### src/bitops_params.svh
`ifndef BITOPS_PARAMS_SVH
`define BITOPS_PARAMS_SVH
// data width and bcd constants
`define DATA_W 8
`define CLEAR_VALUE 8'h00
`define BCD_MAX_DIGIT 4'h9
`define BCD_FIX 4'h6
// watchdog counter width and restart value
`define WDOG_W 16
`define WDOG_RESTART 16'h0000
`endif

### src/bitops_pkg.sv
package bitops_pkg;
   // instruction selection presented by the core
   typedef enum logic [2:0] {
      NOP_OP = 3'b000,
      CLEAR_BYTE_OP = 3'b001,
      CLEAR_BIT_OP = 3'b010,
      KICK_WATCHDOG_OP = 3'b011,
      INVERT_IN_PLACE_OP = 3'b100,
      INVERT_INTO_WORKING_OP = 3'b101,
      DECIMAL_ADJUST_OP = 3'b110
   } op_t;
endpackage : bitops_pkg

### src/alu_bus_if.sv
`timescale 1ns/1ps
`default_nettype none
// operands from the sequencing top into the datapath and its combinational result back
interface alu_bus_if;
   import bitops_pkg::*;
   op_t op;
   logic [7:0] mem_in;
   logic [7:0] work_in;
   logic [2:0] bit_sel;
   logic half_carry_in;
   logic carry_in;
   logic [7:0] result;
   logic carry_out;
   modport core (output op, mem_in, work_in, bit_sel, half_carry_in, carry_in, input result, carry_out);
   modport unit (input op, mem_in, work_in, bit_sel, half_carry_in, carry_in, output result, carry_out);
endinterface : alu_bus_if
`default_nettype wire

### src/alu_unit.sv
`timescale 1ns/1ps
`default_nettype none
`include "bitops_params.svh"
module alu_unit
   import bitops_pkg::*;
(
   alu_bus_if.unit bus
);
   logic [4:0] lo_sum;
   logic [4:0] hi_sum;
   logic lo_fix;
   logic hi_fix;

   // bcd correction: low digit first, its carry feeds the high digit
   always_comb begin
      lo_fix = (bus.work_in[3:0] > `BCD_MAX_DIGIT) || bus.half_carry_in; // RULE7
      lo_sum = {1'b0, bus.work_in[3:0]} + (lo_fix ? {1'b0, `BCD_FIX} : 5'h00); // RULE7
      hi_sum = {1'b0, bus.work_in[7:4]} + {4'h0, lo_sum[4]};
      hi_fix = (hi_sum > {1'b0, `BCD_MAX_DIGIT}) || bus.carry_in; // RULE8
      if (hi_fix) begin
         hi_sum = hi_sum + {1'b0, `BCD_FIX}; // RULE8
      end
   end

   // result mux per instruction
   always_comb begin
      bus.result = bus.mem_in;
      bus.carry_out = bus.carry_in;
      unique case (bus.op)
         CLEAR_BYTE_OP: bus.result = `CLEAR_VALUE; // RULE1
         CLEAR_BIT_OP: bus.result = bus.mem_in & ~(8'h01 << bus.bit_sel); // RULE2
         INVERT_IN_PLACE_OP: bus.result = ~bus.mem_in; // RULE4
         INVERT_INTO_WORKING_OP: bus.result = ~bus.mem_in; // RULE5
         DECIMAL_ADJUST_OP: begin
            bus.result = {hi_sum[3:0], lo_sum[3:0]}; // RULE6
            bus.carry_out = hi_fix | hi_sum[4] | bus.carry_in; // RULE8
         end
         default: bus.result = bus.mem_in;
      endcase
   end
endmodule : alu_unit
`default_nettype wire

### src/bitops_core.sv
`timescale 1ns/1ps
`default_nettype none
`include "bitops_params.svh"
////////////////////////////////////////////////////////////////////////////////
// Behaviour
// RULE1 - clear-byte writes 00H to the addressed byte, flags untouched
// RULE2 - clear-bit zeroes only the selected bit, flags untouched
// RULE3 - watchdog kick restarts counter, clears timeout and power-down flags only
// RULE4 - in-place invert writes ones' complement back and updates zero flag
// RULE5 - invert-into-working loads complement into working register, updates zero flag
// RULE6 - decimal adjust turns working register into packed BCD stored in memory
// RULE7 - low nibble above 9 or half-carry set adds 6 to low nibble
// RULE8 - high nibble above 9 or carry set adds 6 and sets carry
module bitops_core
   import bitops_pkg::*;
(
   // clock, reset, enable
   input wire logic core_clk,
   input wire logic rst_n,
   input wire logic clk_en,
   // instruction issue
   input wire logic issue,
   input wire op_t op,
   input wire logic [2:0] bit_sel,
   input wire logic [7:0] mem_rdata,
   // flag and event inputs
   input wire logic half_carry_flag,
   input wire logic carry_in,
   input wire logic zero_in,
   input wire logic set_timeout,
   input wire logic set_power_down,
   // memory write-back
   output logic mem_we,
   output logic [7:0] mem_wdata,
   // core state
   output logic [7:0] working_register,
   output logic zero_flag,
   output logic carry_flag,
   output logic timeout_flag,
   output logic power_down_flag,
   output logic [`WDOG_W-1:0] watchdog_counter
);
   alu_bus_if bus ();
   logic go;

   assign go = clk_en & issue;
   assign bus.op = op;
   assign bus.mem_in = mem_rdata;
   assign bus.work_in = working_register;
   assign bus.bit_sel = bit_sel;
   assign bus.half_carry_in = half_carry_flag;
   assign bus.carry_in = carry_in;

   alu_unit u_alu (
      .bus(bus.unit)
   );

   ////////////////////////////////////////////////////////////////////////////////
   // memory write-back, one cycle after issue
   always_ff @(posedge core_clk) begin
      if (!rst_n) begin
         mem_we <= 1'b0;
         mem_wdata <= 8'h00;
      end else if (clk_en) begin
         mem_we <= 1'b0;
         if (issue && (op == CLEAR_BYTE_OP || op == CLEAR_BIT_OP || op == INVERT_IN_PLACE_OP ||
                       op == DECIMAL_ADJUST_OP)) begin
            mem_we <= 1'b1; // RULE1
            mem_wdata <= bus.result; // RULE6
         end
      end
   end

   // working register only loaded by invert-into-working; memory left as is
   always_ff @(posedge core_clk) begin
      if (!rst_n) begin
         working_register <= 8'h00;
      end else if (go && op == INVERT_INTO_WORKING_OP) begin
         working_register <= bus.result; // RULE5
      end
   end

   // zero and carry flags; clear ops deliberately leave both alone
   always_ff @(posedge core_clk) begin
      if (!rst_n) begin
         zero_flag <= 1'b0;
         carry_flag <= 1'b0;
      end else if (clk_en) begin
         zero_flag <= zero_in;
         carry_flag <= carry_in;
         if (issue && (op == INVERT_IN_PLACE_OP || op == INVERT_INTO_WORKING_OP)) begin
            zero_flag <= (bus.result == 8'h00); // RULE4
         end
         if (issue && op == DECIMAL_ADJUST_OP) begin
            carry_flag <= bus.carry_out; // RULE8
         end
      end
   end

   ////////////////////////////////////////////////////////////////////////////////
   // watchdog flags: an event in the kick cycle wins so it is not lost
   always_ff @(posedge core_clk) begin
      if (!rst_n) begin
         timeout_flag <= 1'b0;
         power_down_flag <= 1'b0;
      end else if (clk_en) begin
         if (set_timeout) begin
            timeout_flag <= 1'b1;
         end else if (issue && op == KICK_WATCHDOG_OP) begin
            timeout_flag <= 1'b0; // RULE3
         end
         if (set_power_down) begin
            power_down_flag <= 1'b1;
         end else if (issue && op == KICK_WATCHDOG_OP) begin
            power_down_flag <= 1'b0; // RULE3
         end
      end
   end

   // free count; kick restarts it
   always_ff @(posedge core_clk) begin
      if (!rst_n) begin
         watchdog_counter <= `WDOG_RESTART;
      end else if (clk_en) begin
         if (issue && op == KICK_WATCHDOG_OP) begin
            watchdog_counter <= `WDOG_RESTART; // RULE3
         end else begin
            watchdog_counter <= watchdog_counter + 1'b1;
         end
      end
   end
endmodule : bitops_core
`default_nettype wire

### config.mk
export PLATFORM = sky130hd
export DESIGN_NAME = bitops_core
export DESIGN_NICKNAME = d
export VERILOG_FILES = /design/src/bitops_pkg.sv /design/src/alu_bus_if.sv /design/src/alu_unit.sv /design/src/bitops_core.sv
export VERILOG_INCLUDE_DIRS = /design/src
export SDC_FILE = /design/constraint.sdc
export NUM_CORES = 1
export LEC_CHECK = 0
export BUFFER_PORTS_ARGS = -buffer_cell sky130_fd_sc_hd__buf_4
export CAP_MARGIN = 20
export CORE_MARGIN = 2
export CORE_UTILIZATION = 47
export CTS_CLUSTER_DIAMETER = 40
export DETAILED_ROUTE_END_ITERATION = 8
export PLACE_DENSITY = 0.85
export SYNTH_ARGS = -nofsm -noshare
export SYNTH_HDL_FRONTEND = slang
export SYNTH_HIERARCHICAL = 1
export SYNTH_SLANG_ARGS = --single-unit
### constraint.sdc
create_clock -name core_clk -period 2.9 [get_ports core_clk]
set_input_delay 0.29 -clock core_clk [delete_from_list [all_inputs] [get_ports core_clk]]
set_output_delay 0.29 -clock core_clk [all_outputs]
set_load 0.02 [all_outputs]
Word level (Yosys, flattened, before mapping)
Index checks and enable logic that the tools add are counted.

Register bits after elaboration: 37. Bits of input ports: 23. Output and inout port bits: 37. Logic and storage cells: 56.

$add $sub $neg: 4. $lt $le $gt $ge: 2. Equal/unequal tests: 6. Shift-type cells: 1. Muxes and demuxes: 11. Bitwise operators: 6. Reductions and logical operators: 18.

Operators by type and width (number): $pmux 8 s4 (1); $add 16x1->16 const B (1); $mux 16 (1); $not 8->8 (2); $eq 3x3->1 const B (3); $and 8x8->8 (1); $logic_not 8->1 (1); $shl 1x3->8 const A (1); $mux 1 (7); $eq 3x2->1 const B (2); $logic_or 1x1->1 (6); $reduce_and 2->1 (3); $add 4x1->5 (1); $add 4x5->5 (1); $add 5x3->5 const B (1); $gt 5x4->1 const B (1); $logic_and 1x1->1 (5); $mux 5 (1); $gt 4x4->1 const B (1); $reduce_bool 2->1 (2); $eq 3x1->1 const B (1); $mux 3 (1); $or 1x1->1 (2); $reduce_or 2->1 (1); $and 1x1->1 (1).

Logic depth before layout (Yosys ltp)
Gate-level depths: netlist of the first run.

Word-level depth: 12. Gate-level depth with buffers: 16. Gate-level depth less buffers: 15.

Cells and area by module
Netlist of the first run, hierarchy kept.

By module, submodules not included: bitops_core (times used 1, cells an instance 192, area an instance 1701.6 um^2, sequential area each 740.7 um^2); alu_unit (times used 1, cells an instance 82, area an instance 579.3 um^2, sequential area each 0.0 um^2).

Worst setup path after synthesis of the first run
OpenSTA, ideal clock, no wires.

Kind: register to register. From: reg working_register[2]. To: reg zero_flag. Setup time: 74 ps. Arrival: 3048 ps. Data required time: 2826 ps. Path slack: -222 ps. Stages on the path, launching flop included: 16. Clock period less this slack: 3122 ps. Path through: dfxtp_1 > o21ai_0 > nand2b_1 > ha_1 > a21oi_1 > nor2b_1 > ha_1 > ha_1 > buf_6 > mux2i_1 > a221oi_2 > o21ai_0 > a31o_1 > nor4_1 > nand3_1 > a31oi_1.

Longest elaborated chain between the ends: 11. Elaborated cells on any way between the ends: 12. Those cells by class: 3 x add/sub; 2 x order compare; 4 x mux; 3 x reduce/logical.

RTL lines: start, declared (RTL line bitops_core.sv:36) `output logic [7:0] working_register,`; start signal, assigned (RTL line bitops_core.sv:79) `working_register <= bus.result;`; $gt 4x4->1 (no source line); $logic_or 1x1->1 (RTL line alu_unit.sv:16) `` lo_fix = (bus.work_in[3:0] > `BCD_MAX_DIGIT) || bus.half_carry_in; ``; $mux 3 (RTL line alu_unit.sv:17) `` lo_sum = {1'b0, bus.work_in[3:0]} + (lo_fix ? {1'b0, `BCD_FIX} : 5'h00); ``; $add 4x5->5 (*) (RTL line alu_unit.sv:17); $add 4x1->5 (*) (RTL line alu_unit.sv:18) `hi_sum = {1'b0, bus.work_in[7:4]} + {4'h0, lo_sum[4]};`; $gt 5x4->1 (RTL line alu_unit.sv:19) `` hi_fix = (hi_sum > {1'b0, `BCD_MAX_DIGIT}) || bus.carry_in; ``; $logic_or 1x1->1 (RTL line alu_unit.sv:19); $mux 5 (*) (RTL line alu_unit.sv:20) `if (hi_fix) begin`; $pmux 8 s4 (*) (RTL line alu_unit.sv:29) `unique case (bus.op)`; via bus.result[5] (RTL line alu_bus_if.sv:12) `logic [7:0] result;`; $logic_not 8->1 (*) (RTL line bitops_core.sv:92) `zero_flag <= (bus.result == 8'h00);`; $mux 1 (*) (RTL line bitops_core.sv:91) `if (issue && (op == INVERT_IN_PLACE_OP || op == INVERT_INTO_WORKING_OP)) begin`; end signal, assigned (RTL line bitops_core.sv:89) `zero_flag <= zero_in;`; end signal, assigned (RTL line bitops_core.sv:92); end, declared (RTL line bitops_core.sv:37) `output logic zero_flag,`.

The timed path passes the listed nets; every way through them passes the cells marked *. A chain may end at the register's enable or synchronous reset.

Final worst setup path of the first run
Ends and elaborated chain as after synthesis.

==> results of run 1 <==
[per-stage QoR]
stage / util / hold WS, ns
final: 0.626 / 0.248
after global routing: 0.626 / 0.250
after CTS: 0.620 / 0.246
after detailed placement: 0.587 / 0.450
after global placement: 0.587 / 0.447
after floorplan: - / 0.443
[cells by family after synthesis]
family / count (synthesis)
XOR/XNOR: 6
AND/OR/NAND/NOR: 104
multiplexers: 16
buffers and inverters: 23
flip-flops: 37
adder cells (fa/ha/maj): 7
AO/OA/AOI/OAI: 81
[synth_stat cells, types with 7 or more instances]
cell | n | area, µm²
dfxtp_1 | 37 | 741
nand2_1 | 31 | 116
o21ai_0 | 26 | 130
mux2i_1 | 16 | 160
nand3_1 | 13 | 65.1
clkbuf_1 | 11 | 41.3
nor2_1 | 10 | 37.5
nor2b_1 | 9 | 56.3
a21boi_0 | 8 | 60.1
a21oi_1 | 8 | 40.0
a31oi_1 | 7 | 43.8
nor4_1 | 7 | 43.8
[critical path: stages, from the launching register on]
cell	delay, ns
dfxtp_2	0.33
o21ai_2	0.12
nand2b_1	0.10
ha_1	0.28
a21oi_1	0.15
nor2b_1	0.07
ha_2	0.19
ha_4	0.29
inv_1	0.10
a221oi_4	0.36
o21ai_1	0.11
a31o_1	0.25
nor4_2	0.23
nand3_1	0.10
a31oi_1	0.17
[registers in the layout, indices dropped and copies added (netlist names)]
| name | cells |
|---|---|
| watchdog_counter | 16 |
| carry_flag | 1 |
| working_register | 8 |
| timeout_flag | 1 |
| power_down_flag | 1 |
| mem_we | 1 |
| mem_wdata | 8 |
| zero_flag | 1 |
[cell type report]
cell class / count / area, µm²
multi-input cells: 214 / 1490
clock inverters: 1 / 5.00
repair buffers: 68 / 510
fillers: 396 / 1760
clock buffers: 7 / 96.3
inverters: 6 / 22.5
flip-flops and latches: 37 / 744
well taps: 54 / 67.6
[timing repair]
item                                    in CTS  in global routing
buffers inserted                             3                  2
endpoints found under the setup margin       1                  5
hold buffers                                 0                  0
pin swaps                                    3                  4
cloned                                       0                  0
gates resized for setup                      4                  4
[power by group]
| part | total (W) | switching, W | internal [W] |
|---|---|---|---|
| Combinational | 0.000194 | 0.000108 | 0.0000858 |
| Clock | 0.000399 | 0.000184 | 0.000215 |
| Sequential | 0.000533 | 0.0000116 | 0.000521 |
[path summary, 6_finish.rpt]
path | cells past startpoint | start | slack, ns | end
min reg2reg | 2 | mem_wdata[2] | 0.46 | mem_wdata[2]
max reg2reg | 14 | working_register[2] | -0.02 | zero_flag
max | 14 | working_register[2] | -0.02 | zero_flag
min | 2 | set_power_down | 0.25 | power_down_flag
[metal layers]
| metal | wire [µm] | share of wire | GRT usage | vias up |
|---|---|---|---|---|
| li1 | - | - | - | 1148 |
| met2 | 2810 | 0.47 | 0.347 | 65 |
| met4 | 70 | 0.012 | 0.0768 | 0 |
| met1 | 2670 | 0.45 | 0.308 | 1133 |
| met3 | 367 | 0.062 | 0.0494 | 6 |
| met5 | 0 | 0 | 0 | - |
==> impl_results.md, run 1 <==
- Root buffer cell: clkbuf_8
- Max transition margin: 0.662
- Die W: 73.7 µm
- Multiplexer share of the synthesized area: 0.0702
- Path category of the worst min-delay check: in2reg
- Vias in the first global route: 2106
- Fin Setup TNS: -0.0209 ns
- Area of the mapped netlist: 0.00228 mm²
- Setup WS post-layout: -0.0209 ns
- Pwr/cell area: 383 mW/mm²
- Min cycle time layout: 2.92 ns
- Largest net degree at the start of global routing: 42
- Number of diodes: 0
- DR WL/cell: 15.3 µm
- Pwr Total: 0.00113 W
- Die height: 73.7 µm
- Worst slack, placed: -0.0886 ns
- Drt first pass iters: 4
- Final setup viols: 1
- P_leak: 1.14 nW
- Hpwl dp: 4.16 mm
- Post-synthesis sequential area ratio: 0.325
- First-pass GRT wire length: 9.61 mm
- Failing checks: setup timing
- Syn. warnings: 6
- Peak VDD IR: 312 µV
- Via count: 2352
- Remaining DRCs: 0
- # clock sinks: 37
- Avg Cell Area, Syn: 8.32 µm²
- Mapped Nets: 304
- Synth unique cells: 52
- Outcome: complete, but fails checks
- Final Max Slew Viols: 0
- I/O pin cnt: 60
- Final Cell Area: 0.00294 mm²
- Compound-Gate Fraction of Synth Area: 0.242
- Final hold vios: 0
- Rows: 25
- Post-DP Area: 0.00276 mm²
- Final Cycle Share: 1.01
- Nets: 362
- Crit Path Max Fanout: 6
- ANT nets after route: 0
- CTS tree: yes
- IO buf count: 59
- Clock Skew: 0.00808 ns
- Commonest non-fill, non-tap cell in the layout: buf_4
- Grt ovf: 0
- Clk slew on worst S/H paths: 0.07 ns
- Synthesized flop and latch total: 37
- Crit Path Category: reg2reg
- Share of flip-flops with an asynchronous set or reset: 0
- Drt via density: 6.08
- H-tree levels: 2
- Dpl cells: 374
- Commonest non-fill, non-tap cells in the layout: 68 x buf_4, 34 x dfxtp_1, 31 x nand2_1
- GRT Util Overall: 0.224
- TritonCTS Buffers: 5
- Crit end category: register
- Worst slew pin tran: 0.507 ns
- Unrepaired setup endpoints after global routing: true
- Post-synthesis adder-cell area fraction: 0.0417
- Area growth syn-to-layout: 28.7%
- Starting Density: 0.486
- Non-filler cells, final: 387
- Synth Area in Simple Gates: 0.251
- RD Place Congestion: 0.909
- Clock tree buffer depth: 2
- EDFF count, synth: 0
- Die area: 0.00543 mm²
- Worst-Skew Late Latency: 0.29 ns
- Largest family of logic cells by synthesized area: simple AND/OR/NAND/NOR gates
- DR iter-0 viols: 126
- Setup crit start kind: register
- Fraction of layout cells with a size suffix above 1: 0.285
- Cells after Synth: 274
- CP Data Required Time: 3.12 ns
- F_max: 342 MHz
- CP arrival: 3.14 ns
- Core area: 0.00469 mm²
- Max-cap violations: 0
- Main synth FF type: dfxtp_1
- Initial antenna violation count: 0
- Post-Route WL: 5.92 mm
- XOR/XNOR Fraction of Synth Area: 0.0230
No activity file was read; power rests on OpenSTA's default activity.
==> run 2, diff against run 1 <==
Settings changed: PLACE_DENSITY 0.85 to 0.75, TNS_END_PERCENT from default to 1.
Clock period 2.9 ns to 2.8 ns, I/O delays scaled along.
==> run 2 against run 1 <==
The flow still finishes with violations (setup timing). Routed wire length grew 1.7%. Sequential share of layout area is 0.26 points lower. Final area is 1.4% higher. Non-clock buffer count up 7. Largest power group unchanged.
==> impl_results.md, run 2 (synthesized netlist as in run 1, its figures left out) <==
- Outcome: complete, but fails checks
- Failing checks: setup timing
- Largest net degree at the start of global routing: 42
- Setup WS post-layout: -0.198 ns
- DR WL/cell: 15.3 µm
- Drt first pass iters: 5
- Max-cap violations: 0
- ANT nets after route: 0
- Grt ovf: 0
- Pwr Total: 0.00112 W
- Core area: 0.00469 mm²
- Clock tree buffer depth: 2
- Biggest regs: watchdog_counter x16, mem_wdata x8, working_register x8
- DR iter-0 viols: 154
- Hold buffers post-CTS: 0
- Nets: 369
- GRT Util Overall: 0.225
- Max transition margin: 0.672
- Hold EP: timeout_flag
- Post-Route WL: 6.02 mm
- Root buffer cell: clkbuf_8
- Worst slew pin tran: 0.492 ns
- Final Cell Area: 0.00298 mm²
- Reg2reg path depth: 14
- Final Cycle Share: 1.07
- Crit end category: register
- I/O pin cnt: 60
- Hold_sp: set_timeout
- Max incr delay on CP: 0.34 ns
- R2R Path End: zero_flag
- Pwr/cell area: 376 mW/mm²
- TritonCTS Buffers: 5
- Vias in the first global route: 2070
- Path category of the worst min-delay check: in2reg
- Unrepaired setup endpoints after global routing: true
- Starting Density: 0.486
- Min cycle time layout: 3.00 ns
- Final Max Slew Viols: 0
- CTS tree: yes
- Hold path depth: 2
- Max reg flops: 16
- Multi-input logic area: 0.00149 mm²
- Fraction of layout cells with a size suffix above 1: 0.294
- CP arrival: 3.22 ns
- IO buf count: 59
- RD Place Congestion: 0.810
- Initial antenna violation count: 0
- CP Data Required Time: 3.03 ns
- Peak VDD IR: 375 µV
- First-pass GRT wire length: 9.59 mm
- Die area: 0.00543 mm²
- Clk slew on worst S/H paths: 0.07 ns
- Critical path cell sequence: o21ai_1 -> nand2b_1 -> ha_1 -> a21oi_2 -> nor2b_1 -> ha_2 -> ha_4 -> mux2i_4 -> a221oi_4 -> or3_1 -> a31o_1 -> nor4_2 -> nand3_1 -> a31oi_1
- Commonest non-fill, non-tap cell in the layout: buf_4
- Crit path buffers/inverters: 0
- Final setup viols: 5
- Critical path's top delay family: simple AND/OR/NAND/NOR gates
- Reg2reg start: working_register[2]
- Hpwl dp: 4.31 mm
- Remaining DRCs: 0
- H-tree levels: 2
- Via count: 2327
- Reg with most FFs: watchdog_counter
- P_leak: 1.16 nW
- Flop-to-flop setup slack: -0.20 ns
- F_max: 334 MHz
- Die height: 73.7 µm
- Setup crit start kind: register
- Commonest non-fill, non-tap cells in the layout: 74 x buf_4, 34 x dfxtp_1, 30 x nand2_1
- Fin Setup TNS: -0.629 ns
- Crit Path Max Fanout: 5
- Crit Path Category: reg2reg
- Post-DP Area: 0.00283 mm²
- Area growth syn-to-layout: 30.5%
- Slowest stage cell, crit path: dfxtp_4
- # clock sinks: 37
- Number of diodes: 0
- Final hold vios: 0
- Die W: 73.7 µm
- Drt via density: 5.91
- Fill count: 429
- Clock Skew: 0.00582 ns
- Worst-Skew Late Latency: 0.29 ns
- Reg area: 747 µm²
- Rows: 25
==> run 2: how the worst max path moves through the flow <==
stage	depth (start not counted)	startpoint	end	slack [ns]
detailed placement	14	half_carry_flag	zero_flag	-0.17
finish	14	working_register[2]	zero_flag	-0.20
global route	14	working_register[1]	zero_flag	-0.32
global placement	14	half_carry_flag	zero_flag	-0.04
CTS	14	working_register[1]	zero_flag	-0.16
floorplan	15	working_register[2]	zero_flag	-0.06
==> run 2: layout make-up <==
type | instances | share of cell area
inverter | 6 | 0.00757
timing repair buffer | 75 | 0.190
tap | 54 | 0.0227
sequential | 37 | 0.251
multi-input combinational | 214 | 0.501
clock buffer | 8 | 0.0269
==> run 2: report_power, final <==
| part | leakage (nW) | internal, W | switching, W |
|---|---|---|---|
| clock network | 0.0395 | 0.000177 | 0.000185 |
| registers | 0.302 | 0.000539 | 0.0000113 |
| logic | 0.823 | 0.0000924 | 0.000114 |
==> run 2: worst reg2reg max path: stages (launching register included) <==
cell and delay (ns):
dfxtp_4 0.34, o21ai_1 0.12, nand2b_1 0.12, ha_1 0.30, a21oi_2 0.05, nor2b_1 0.16
ha_2 0.25, ha_4 0.20, mux2i_4 0.27, a221oi_4 0.11, or3_1 0.32, a31o_1 0.24
nor4_2 0.20, nand3_1 0.10, a31oi_1 0.17
==> run 2: per-stage QoR <==
step           worst slack (ns)  std cells  hold slack (ns)  utilization
2_1_floorplan           -0.0587        274            0.435            -
3_3_place_gp            -0.0430        383            0.450        0.602
3_5_place_dp             -0.172        383            0.453        0.602
4_1_cts                  -0.159        392            0.231        0.626
5_1_grt                  -0.321        394            0.236        0.634
6_report                 -0.198        394            0.233        0.634
==> run 2: repair_timing <==
item,in CTS,in global routing
hold endpoints to repair,0,0
setup buffers,1,2
setup endpoints to repair,5,7
gates cloned,0,0
resized for setup,4,6
pin swaps,1,4
==> run 2: metal layers <==
layer,vias to the layer above,share of wire,GRT usage
met5,-,0,0
met4,0,0.011,0.0687
met3,6,0.063,0.0453
met2,79,0.46,0.354
met1,1089,0.46,0.309
li1,1153,-,-
